[src/urxf_pkg.sv]
/*
 * Shared constants and types for the receive channel.
 * Assumes a single 100 MHz clock; serial bit timing comes from a 16x tick input.
 */
package urxf_pkg;
    localparam int URXF_FIFO_DEPTH = 3;
    localparam int URXF_PTR_W = 2;
    localparam logic [1:0] URXF_PM_MULTIDROP = 2'h3;
    localparam logic [3:0] URXF_START_CHECK = 4'h7;
    localparam logic [3:0] URXF_BIT_TICKS_M1 = 4'hf;
    localparam logic [7:0] URXF_DATA_RST = 8'h00;
    localparam int URXF_SR_FULL_BIT = 1;
    localparam int URXF_SR_PAR_BIT = 5;

    // First mode register fields used by this block.
    typedef struct packed {
        logic rx_rtr_en;     // Bit 7: automatic ready-to-receive.
        logic irq_sel;       // Bit 6: interrupt source select, not used by this block.
        logic err_block;     // Bit 5: block error mode.
        logic [1:0] par_mode;// Bits 4:3.
        logic par_type;      // Bit 2: parity sense or transmitted tag.
        logic [1:0] bits_m5; // Bits 1:0: character length minus five.
    } urxf_mode_s;

    // One FIFO entry: data and its three appended status bits.
    typedef struct packed {
        logic brk;
        logic ferr;
        logic perr;
        logic [7:0] data;
    } urxf_entry_s;

    typedef enum logic [1:0] {
        URXF_CHAN_NORMAL = 2'b00,
        URXF_CHAN_ECHO = 2'b01,
        URXF_CHAN_LOCAL = 2'b10,
        URXF_CHAN_REMOTE = 2'b11
    } urxf_chan_e;

    typedef enum logic [2:0] {
        URXF_IDLE = 3'b000,
        URXF_START = 3'b001,
        URXF_DATA = 3'b010,
        URXF_PAR = 3'b011,
        URXF_STOP = 3'b100,
        URXF_BRKWAIT = 3'b101
    } urxf_rx_e;
endpackage : urxf_pkg

[src/urxf_fifo.sv]
/*
 * Three-entry receive holding stack with registered head output.
 * Assumes push and pop are qualified by the owner against full and empty.
 */
module urxf_fifo
    import urxf_pkg::*;
(
    input wire logic i_mclk,                 // System clock.
    input wire logic i_rst_n,                // Synchronised reset, active low.
    input wire logic i_ce,                   // Clock enable.
    input wire logic i_clr,                  // Empty the stack.
    input wire logic i_push,                 // Write one entry.
    input wire urxf_entry_s i_wdata,         // Entry to write.
    input wire logic i_pop,                  // Remove the head entry.
    output urxf_entry_s o_head,              // Head entry, registered.
    output logic [URXF_PTR_W-1:0] o_count    // Entries held.
);
    urxf_entry_s mem_ff [URXF_FIFO_DEPTH];
    urxf_entry_s nxt_mem [URXF_FIFO_DEPTH];
    logic [URXF_PTR_W-1:0] cnt_ff;
    logic [URXF_PTR_W-1:0] nxt_cnt;
    logic [URXF_PTR_W-1:0] wr_idx;

    // Shift register stack: head always in slot zero, so the head read is a register.
    always_comb
    begin
        nxt_mem = mem_ff;
        nxt_cnt = cnt_ff;
        wr_idx = cnt_ff;
        if (i_clr)
        begin
            nxt_cnt = '0;
        end
        else
        begin
            if (i_pop)
            begin
                for (int k = 0; k < URXF_FIFO_DEPTH - 1; k++)
                begin
                    nxt_mem[k] = mem_ff[k + 1];
                end
                wr_idx = cnt_ff - 2'h1;
            end
            if (i_push)
            begin
                nxt_mem[wr_idx] = i_wdata;
            end
            nxt_cnt = cnt_ff + {1'b0, i_push} - {1'b0, i_pop};
        end
    end

    // Registers only.
    always_ff @(posedge i_mclk or negedge i_rst_n)
    begin
        if (!i_rst_n)
        begin
            cnt_ff <= '0;
            for (int k = 0; k < URXF_FIFO_DEPTH; k++)
            begin
                mem_ff[k] <= '0;
            end
        end
        else if (i_ce)
        begin
            cnt_ff <= nxt_cnt;
            mem_ff <= nxt_mem;
        end
    end

    assign o_head = mem_ff[0];
    assign o_count = cnt_ff;
endmodule : urxf_fifo

[src/urxf_rx.sv]
/*
 * Receive channel: serial assembly, holding stack, overrun, block error
 * status, automatic ready-to-receive, looping modes and multidrop wake-up.
 * Assumes a 16x bit tick from an outside baud generator on the same clock and
 * a transmitter elsewhere that supplies its serial output and takes the tag.
 */
module urxf_rx
    import urxf_pkg::*;
(
    input wire logic i_mclk,               // System clock, 100 MHz.
    input wire logic i_rst_n,              // Asynchronous reset, active low.
    input wire logic i_ce,                 // Clock enable; low freezes all state except the reset and line synchronisers.
    input wire logic i_tick16,             // 16x bit tick, one-cycle pulse.
    input wire logic i_rxd,                // Serial line input pin.
    input wire logic i_tx_serial,          // Internal transmitter serial output.
    output logic o_txd,                    // Serial line output pin.
    output logic o_tx_host_en,             // Host may load the transmitter.
    output logic o_tx_tag,                 // Tag bit the transmitter sends.
    output logic o_tx_par_off,             // Transmitter sends no parity.
    input wire urxf_mode_s i_mode,         // First mode register contents.
    input wire urxf_chan_e i_chan_mode,    // Looping mode select.
    input wire logic i_rx_en_cmd,          // Receiver enable command pulse.
    input wire logic i_rx_dis_cmd,         // Receiver disable command pulse.
    input wire logic i_rx_rst_cmd,         // Receiver reset command pulse.
    input wire logic i_err_rst_cmd,        // Reset-error command pulse.
    input wire logic i_rtr_set,            // Software asserts ready-to-receive.
    input wire logic i_rd_buf,             // Host reads receive buffer.
    output logic [7:0] o_rx_data,          // Head character data.
    output logic [7:0] o_status,           // Channel status register view.
    output logic o_ready_to_receive_out_n, // Ready-to-receive pin, active low.
    output logic o_rx_irq                  // Receiver ready interrupt request.
);
    logic rst_meta_ff;
    logic rst_sync_ff;
    logic rst_n;
    logic rxd_meta_ff;
    logic rxd_sync_ff;

    // Reset release through two flops; line pin through a two-flop synchroniser.
    always_ff @(posedge i_mclk or negedge i_rst_n)
    begin
        if (!i_rst_n)
        begin
            rst_meta_ff <= 1'b0;
            rst_sync_ff <= 1'b0;
            rxd_meta_ff <= 1'b1;
            rxd_sync_ff <= 1'b1;
        end
        else
        begin
            rst_meta_ff <= 1'b1;
            rst_sync_ff <= rst_meta_ff;
            rxd_meta_ff <= i_rxd;
            rxd_sync_ff <= rxd_meta_ff;
        end
    end
    assign rst_n = rst_sync_ff;

    logic md_mode;
    logic line_in;
    assign md_mode = (i_mode.par_mode == URXF_PM_MULTIDROP);
    assign o_tx_tag = i_mode.par_type;
    assign o_tx_par_off = md_mode;

    // Looping paths; local loopback takes the transmitter, others the line.
    always_comb
    begin
        line_in = rxd_sync_ff;
        o_txd = i_tx_serial;
        o_tx_host_en = 1'b1;
        case (i_chan_mode)
            URXF_CHAN_ECHO:
            begin
                o_txd = rxd_sync_ff;
                o_tx_host_en = 1'b0;
            end
            URXF_CHAN_LOCAL:
            begin
                line_in = i_tx_serial;
                o_txd = 1'b1;
            end
            URXF_CHAN_REMOTE:
            begin
                o_txd = rxd_sync_ff;
                o_tx_host_en = 1'b0;
            end
            default:
            begin
                line_in = rxd_sync_ff;
            end
        endcase
    end

    // Receiver state.
    urxf_rx_e st_ff, nxt_st;
    logic [3:0] tk_ff, nxt_tk;
    logic [2:0] bit_ff, nxt_bit;
    logic [7:0] sh_ff, nxt_sh;
    logic par_ff, nxt_par;
    logic en_ff, nxt_en;
    logic hold_ff, nxt_hold;
    urxf_entry_s hold_ent_ff, nxt_hold_ent;
    logic ovr_ff, nxt_ovr;
    logic [2:0] acc_ff, nxt_acc;
    logic rtr_ff, nxt_rtr;
    logic rtr_arm_ff, nxt_rtr_arm;
    logic acc_pend_ff, nxt_acc_pend;
    logic push;
    urxf_entry_s push_ent;
    logic pop;
    logic fifo_clr;
    urxf_entry_s head;
    logic [URXF_PTR_W-1:0] cnt;
    logic fifo_full;
    logic host_cut;
    logic listen;
    logic bit_mid;
    logic [2:0] last_bit;
    logic data_zero;

    assign host_cut = (i_chan_mode == URXF_CHAN_REMOTE);
    assign fifo_full = (cnt == URXF_PTR_W'(URXF_FIFO_DEPTH));
    assign pop = i_rd_buf && (cnt != '0) && !host_cut;
    assign listen = en_ff || md_mode;
    assign bit_mid = i_tick16 && (tk_ff == URXF_BIT_TICKS_M1);
    assign last_bit = 3'(4 + i_mode.bits_m5);
    assign data_zero = (sh_ff == 8'h00) && !par_ff;

    // Character assembly, waiting character, overrun and flow control.
    always_comb
    begin
        nxt_st = st_ff;
        nxt_tk = tk_ff;
        nxt_bit = bit_ff;
        nxt_sh = sh_ff;
        nxt_par = par_ff;
        nxt_en = en_ff;
        nxt_hold = hold_ff;
        nxt_hold_ent = hold_ent_ff;
        nxt_ovr = ovr_ff;
        nxt_rtr = rtr_ff;
        nxt_rtr_arm = rtr_arm_ff;
        push = 1'b0;
        push_ent = hold_ent_ff;
        fifo_clr = 1'b0;
        // Clearing first lets an overrun that lands in the same cycle survive.
        if (i_err_rst_cmd)
        begin
            nxt_ovr = 1'b0;
        end
        if (i_tick16)
        begin
            nxt_tk = tk_ff + 4'h1;
        end
        // Waiting character moves in as soon as a slot opens.
        if (hold_ff && (!fifo_full || pop))
        begin
            push = 1'b1;
            nxt_hold = 1'b0;
        end
        case (st_ff)
            URXF_IDLE:
            begin
                if (listen && i_tick16 && !line_in)
                begin
                    nxt_st = URXF_START;
                    nxt_tk = 4'h0;
                end
            end
            URXF_START:
            begin
                if (i_tick16 && tk_ff == URXF_START_CHECK - 4'h1)
                begin
                    if (line_in)
                    begin
                        nxt_st = URXF_IDLE;
                    end
                    else
                    begin
                        nxt_st = URXF_DATA;
                        nxt_tk = 4'h0;
                        nxt_bit = 3'h0;
                        nxt_sh = URXF_DATA_RST;
                        nxt_par = 1'b0;
                        if (hold_ff && !push)
                        begin
                            nxt_hold = 1'b0;
                            nxt_ovr = 1'b1;
                        end
                        if (i_mode.rx_rtr_en && fifo_full && !pop)
                        begin
                            nxt_rtr = 1'b0;
                        end
                    end
                end
            end
            URXF_DATA:
            begin
                if (bit_mid)
                begin
                    nxt_sh[bit_ff] = line_in;
                    nxt_bit = bit_ff + 3'h1;
                    if (bit_ff == last_bit)
                    begin
                        nxt_st = (i_mode.par_mode[1] && !md_mode) || md_mode
                            ? URXF_PAR : URXF_STOP;
                    end
                end
            end
            URXF_PAR:
            begin
                if (bit_mid)
                begin
                    nxt_par = line_in;
                    nxt_st = URXF_STOP;
                end
            end
            URXF_STOP:
            begin
                if (bit_mid)
                begin
                    nxt_st = line_in ? URXF_IDLE : URXF_BRKWAIT;
                    nxt_hold_ent.data = sh_ff;
                    nxt_hold_ent.ferr = !line_in && !data_zero;
                    nxt_hold_ent.brk = !line_in && data_zero;
                    nxt_hold_ent.perr = md_mode ? par_ff :
                        (i_mode.par_mode[1] && ((^sh_ff) ^ par_ff ^ !i_mode.par_type));
                    // Disabled multidrop listeners keep only address characters.
                    nxt_hold = en_ff || (md_mode && par_ff);
                    if (!(en_ff || (md_mode && par_ff)))
                    begin
                        nxt_hold = 1'b0;
                    end
                end
            end
            URXF_BRKWAIT:
            begin
                // Line must go back to mark before hunting for a new start.
                if (line_in)
                begin
                    nxt_st = URXF_IDLE;
                end
            end
            default:
            begin
                nxt_st = URXF_IDLE;
            end
        endcase
        // The pin is only handed to the receiver after software raised it once.
        if (i_rtr_set)
        begin
            nxt_rtr = 1'b1;
            nxt_rtr_arm = 1'b1;
        end
        else if (i_mode.rx_rtr_en && rtr_arm_ff && !rtr_ff && (!fifo_full || pop))
        begin
            nxt_rtr = 1'b1;
        end
        if (i_rx_en_cmd)
        begin
            nxt_en = 1'b1;
        end
        if (i_rx_dis_cmd)
        begin
            nxt_en = 1'b0;
            if (!md_mode)
            begin
                nxt_st = URXF_IDLE;
                nxt_hold = 1'b0;
                push = 1'b0;
            end
        end
        if (i_rx_rst_cmd)
        begin
            nxt_en = 1'b0;
            nxt_rtr_arm = 1'b0;
            nxt_st = URXF_IDLE;
            nxt_hold = 1'b0;
            nxt_ovr = 1'b0;
            nxt_rtr = 1'b0;
            push = 1'b0;
            fifo_clr = 1'b1;
        end
        push_ent = hold_ent_ff;
    end

    // Block error accumulation over every character reaching the head.
    always_comb
    begin
        nxt_acc = acc_ff;
        nxt_acc_pend = acc_pend_ff;
        // The clear comes first so a head arriving in the same cycle still counts.
        if (i_err_rst_cmd)
        begin
            nxt_acc = 3'h0;
        end
        // A new head appears after a pop with more behind, or a push into empty.
        if ((cnt != '0) && acc_pend_ff)
        begin
            nxt_acc = nxt_acc | {head.brk, head.ferr, head.perr};
            nxt_acc_pend = 1'b0;
        end
        if (pop || (cnt == '0))
        begin
            nxt_acc_pend = 1'b1;
        end
        if (i_rx_rst_cmd)
        begin
            nxt_acc = 3'h0;
        end
    end

    always_ff @(posedge i_mclk or negedge rst_n)
    begin
        if (!rst_n)
        begin
            st_ff <= URXF_IDLE;
            tk_ff <= 4'h0;
            bit_ff <= 3'h0;
            sh_ff <= URXF_DATA_RST;
            par_ff <= 1'b0;
            en_ff <= 1'b0;
            hold_ff <= 1'b0;
            hold_ent_ff <= '0;
            ovr_ff <= 1'b0;
            acc_ff <= 3'h0;
            acc_pend_ff <= 1'b1;
            rtr_ff <= 1'b0;
            rtr_arm_ff <= 1'b0;
        end
        else if (i_ce)
        begin
            st_ff <= nxt_st;
            tk_ff <= nxt_tk;
            bit_ff <= nxt_bit;
            sh_ff <= nxt_sh;
            par_ff <= nxt_par;
            en_ff <= nxt_en;
            hold_ff <= nxt_hold;
            hold_ent_ff <= nxt_hold_ent;
            ovr_ff <= nxt_ovr;
            acc_ff <= nxt_acc;
            acc_pend_ff <= nxt_acc_pend;
            rtr_ff <= nxt_rtr;
            rtr_arm_ff <= nxt_rtr_arm;
        end
    end

    urxf_fifo u_fifo (
        .i_mclk(i_mclk),
        .i_rst_n(rst_n),
        .i_ce(i_ce),
        .i_clr(fifo_clr),
        .i_push(push),
        .i_wdata(push_ent),
        .i_pop(pop),
        .o_head(head),
        .o_count(cnt)
    );

    logic [2:0] err_view;
    // Per-character status shows only the head; block mode shows the running OR.
    always_comb
    begin
        if (i_mode.err_block)
        begin
            err_view = acc_ff | ((cnt != '0) ? {head.brk, head.ferr, head.perr} : 3'h0);
        end
        else
        begin
            err_view = (cnt != '0) ? {head.brk, head.ferr, head.perr} : 3'h0;
        end
        o_status = {err_view, ovr_ff, 2'h0, fifo_full, cnt != '0};
    end

    assign o_rx_data = host_cut ? 8'h00 : head.data;
    assign o_ready_to_receive_out_n = !rtr_ff;
    assign o_rx_irq = (cnt != '0) && !host_cut;

    // Overrun must follow a start seen while a character waits with the stack full.
    ovr_set_a: assert property (@(posedge i_mclk) disable iff (!rst_n)
        (i_ce && st_ff == URXF_START && nxt_st == URXF_DATA && hold_ff && !push
        && !i_rx_rst_cmd && !i_err_rst_cmd) |=> ovr_ff)
        else $error("overrun not set on start with waiting character");
    stat_read_a: assert property (@(posedge i_mclk) disable iff (!rst_n)
        (i_ce && !i_rd_buf && !push && !fifo_clr) |=> cnt == $past(cnt))
        else $error("stack changed without a buffer read");
    flow_drop_a: assert property (@(posedge i_mclk) disable iff (!rst_n)
        (i_ce && i_mode.rx_rtr_en && rtr_ff && !i_rtr_set && nxt_st == URXF_DATA
        && st_ff == URXF_START && fifo_full && !pop && !i_rx_rst_cmd) |=> !rtr_ff)
        else $error("ready-to-receive not dropped on full stack");
    loop_mark_a: assert property (@(posedge i_mclk) disable iff (!rst_n)
        (i_chan_mode == URXF_CHAN_LOCAL) |-> o_txd)
        else $error("line output not at mark in local loopback");
    reset_clr_a: assert property (@(posedge i_mclk) disable iff (!rst_n)
        (i_ce && i_rx_rst_cmd) |=> (cnt == '0) && !ovr_ff && !en_ff && acc_ff == 3'h0)
        else $error("receiver reset left state behind");
    md_par_a: assert property (@(posedge i_mclk) disable iff (!rst_n)
        (i_ce && md_mode && st_ff == URXF_STOP && bit_mid)
        |=> hold_ent_ff.perr == $past(par_ff))
        else $error("tag not stored in place of parity");
    blk_sticky_a: assert property (@(posedge i_mclk) disable iff (!rst_n)
        (i_ce && acc_ff[1] && !i_err_rst_cmd && !i_rx_rst_cmd) |=> acc_ff[1])
        else $error("block framing flag lost");
    disable_drop_a: assert property (@(posedge i_mclk) disable iff (!rst_n)
        (i_ce && i_rx_dis_cmd && !md_mode) |=> !hold_ff && st_ff == URXF_IDLE)
        else $error("disable kept a character");
endmodule : urxf_rx

[config.mk]
export PLATFORM = sky130hd
export DESIGN_NAME = urxf_rx
export DESIGN_NICKNAME = d
export VERILOG_FILES = /design/src/urxf_pkg.sv /design/src/urxf_fifo.sv /design/src/urxf_rx.sv
export SDC_FILE = /design/constraint.sdc
export NUM_CORES = 1
export LEC_CHECK = 0
export BUFFER_PORTS_ARGS = -buffer_cell sky130_fd_sc_hd__buf_4
export CORE_MARGIN = 3
export CORE_UTILIZATION = 51
export CTS_CLUSTER_SIZE = 30
export DETAILED_ROUTE_END_ITERATION = 10
export PLACE_DENSITY = 0.71
export SLEW_MARGIN = 10
export SYNTH_ARGS = -nofsm -noshare
export SYNTH_HDL_FRONTEND = slang
export SYNTH_SLANG_ARGS = --single-unit
export TNS_END_PERCENT = 50
[constraint.sdc]
create_clock -name i_mclk -period 3.6 [get_ports i_mclk]
set_input_delay 0.36 -clock i_mclk [delete_from_list [all_inputs] [get_ports i_mclk]]
set_output_delay 0.36 -clock i_mclk [all_outputs]
set_load 0.01 [all_outputs]
==> flow_summary_export.csv <==
group,metric,value,unit
cells_and_area,syn_to_final_growth,13.5,%
synthesis,synthCells,394,
synthesis,synth_ff_type,"dfrtp_1",
drt,drt-pass1-iter-count,4,
clock_tree,h-tree-depth,3,
critical_path,critical_path_required,3840,ps
pwr,ir_drop,0.000282,V
critical_path,end_kind,"flop",
floorplanning,num_rows,31,
critical_path,arrival,2890,ps
cells_and_area,drive_gt1_share,21.4,%
sta,setup_ws,943,ps
placement,hpwlAfterDp,6.02,mm
placement,globalplace.congestion,0.847,
clock_tree,path_clk_slew,90,ps
synthesis,synth_top_area_cell,"dfrtp_1",
synthesis,synth_edf_count,0,
run,drv_cap,0,
pwr,p_total,1.86,mW
placement,portBuffers,40,
floorplanning,die_h,95.5,um
drt,via_count,2998,
synthesis,synthTopCellsByCount,"dfrtp_1 (75), nand2_1 (31), inv_1 (26)",
pwr,leakage,2.19,nW
floorplanning,die_w,95.5,um
floorplanning,core_area,7520,um^2
sta,hold_slack,114,ps
sta,fmax,0.376,GHz
synthesis,synth_cell_types,62,
sta,worstMarginPinSlew,864,ps
clock_tree,cts.sinks,78,
grt,antenna_found_initial,0,
grt,grt_pass1_vias,2947,
clock_tree,clock_path_buffers,2,
drt,first_iter_violations,98,
cells_and_area,nets,463,
min_path,min-delay-path-class,"in -> reg",
floorplanning,die_area,9110,um^2
synthesis,synth.most_common_cell,"dfrtp_1",
synthesis,ys_ff_latch,78,
drt,antenna_left,0,
sta,rsz0062_at_grt,"no",
sta,fin_skew,9.90,ps
grt,grt_usage,19.8,%
synthesis,synth_top_area_share,46.0,%
drt,routed_wl,8.13,mm
cells_and_area,n_antenna_cell,0,
drt,drc,0,
placement,pre_cts_slack,715,ps
critical_path,worstPathMaxFanout,11,
clock_tree,clock_latency,350,ps
synthesis,syn_area,4080,um^2
sta,min_period,2660,ps
clock_tree,cts_tree,"built",
sta,setup_viol,0,
critical_path,cp-start-kind,"flop",
grt,grt_pass1_wl,14.2,mm
sta,tns,0,ps
sta,max_slew_margin,41.9,%
sta,finalCritPeriodShare,73.8,%
cells_and_area,multi_input_area,1910,um^2
synthesis,postSynth.asyncResetShare,100,%
cells_and_area,fillers,656,
synthesis,synth.area.top_cells,"dfrtp_1 (46%), mux2_2 (5.5%), a221o_1 (5.4%)",
floorplanning,num_io_pins,44,
synthesis,yosys_warnings,0,
clock_tree,cts_resized,0,
sta,drv_slew,0,
critical_path,critPathKind,"reg -> reg",
grt,grt_overflow,0,
drt,viasPerCell,5.61,
clock_tree,numCtsBuffers,9,
sta,hold_viol,0,
run_status,outcome,"completed",
synthesis,syn_area_per_cell,10.4,um^2
grt,grt_max_degree,37,
cells_and_area,seq_area,1960,um^2
clock_tree,cts-root-buf,"clkbuf_8",
floorplanning,start_util,54.2,%
synthesis,yosysSeqAreaShare,47.9,%
drt,post_drt_wl_per_cell,15.2,um
pwr,power_density,402,nW/um^2
## report_power, final
part | leakage [nW] | internal [mW] | switching (mW) | total [mW]
Sequential | 1.04 | 0.932 | 0.0465 | 0.979
Combinational | 1.06 | 0.118 | 0.143 | 0.261
Clock | 0.0903 | 0.266 | 0.357 | 0.623
## metrics by stage
step                util (%)  instance area, um^2  std cells
finish                  61.6                 4630        534
global placement        58.9                 4430        517
detailed placement      58.9                 4430        517
global route            61.6                 4630        534
floorplan                  -                 4090        395
CTS                     61.5                 4630        534
## metal layers
| metal | track usage [%] | part of all wire, % |
|---|---|---|
| met3 | 3.55 | 2.6 |
| met2 | 31.4 | 48 |
| met4 | 6.52 | 1.3 |
| met1 | 27.4 | 48 |
| met5 | 0 | 0 |
## final timing paths
check,startpoint,end,slack [ps],depth (start not counted)
setup reg to reg,u_fifo.o_count[1],u_fifo.mem_ff[10],940,10
max in group asynchronous,rst_n,hold_ent_ff[9],2540,1
min in group asynchronous,rst_n,u_fifo.mem_ff[2],230,0
setup / recovery,u_fifo.o_count[1],u_fifo.mem_ff[10],940,10
hold reg to reg,rst_n,u_fifo.mem_ff[2],230,0
hold / removal,i_rxd,rxd_meta_ff,110,1
## layout by cell type, fill, tap and decap left out, drive strengths merged, types with 3 or more instances in the layout
master,netlist,routed
nand3,6,6
nor4,4,4
inv,26,30
xor2,5,5
nor3,7,7
a21oi,10,10
nor2,25,25
a22o,5,5
and2,21,21
xnor2,4,4
dfrtp,75,75
o22ai,3,3
buf,12,46
ha,11,11
and3,4,4
o21ai,20,20
nand2,31,31
mux2i,4,4
dfstp,3,3
o2bb2ai,3,3
conb,2,3
a221o,22,22
nor2b,12,12
mux2,20,20
clkbuf,11,9
nand4,4,4
## critical path: stages (launching register included)
cell and delay, ps:
dfrtp_1 410, inv_1 70, ha_1 240, a21oi_1 200
nand2_1 150, inv_1 160, ha_1 320, nand3_1 140
nor3_1 60, nand2_1 380, mux2_2 390
## logic make-up (layout without fill, tap and decap cells)
| logic type | count (synthesis) | count (layout) | synth area share [%] |
|---|---|---|---|
| AO/OA/AOI/OAI | 89 | 89 | 17.0 |
| multiplexers | 24 | 24 | 6.50 |
| adder cells (fa/ha/maj) | 11 | 11 | 3.37 |
| other | 2 | 3 | 0.184 |
| XOR/XNOR | 10 | 10 | 2.48 |
| buffers and inverters | 49 | 89 | 5.46 |
| flip-flops | 78 | 78 | 47.9 |
| AND/OR/NAND/NOR | 131 | 131 | 17.0 |
## sequential cells by signal, summed over array words and instances, names as in the netlist, 3 cells and up
register,cells
hold_ent_ff,11
st_ff,3
u_fifo.o_head,11
tk_ff,4
acc_ff,3
sh_ff,8
bit_ff,3
u_fifo.mem_ff,22
## what timing repair did
item,in CTS,in global routing
endpoints found under the setup margin,0,0
hold buffers,1,0
buffers inserted,0,0
hold endpoints to repair,4,0
## area by class of cell
cell class                 instances  share of cell area (%)
clock buffer                       9                    2.67
clock inverter                     7                    1.38
inverter                          26                    2.11
multi-input combinational        268                    41.3
sequential                        78                    42.2
tap                               99                    2.67
timing repair buffer              47                    7.67
Note: power is estimated with default switching activity, not from simulation.
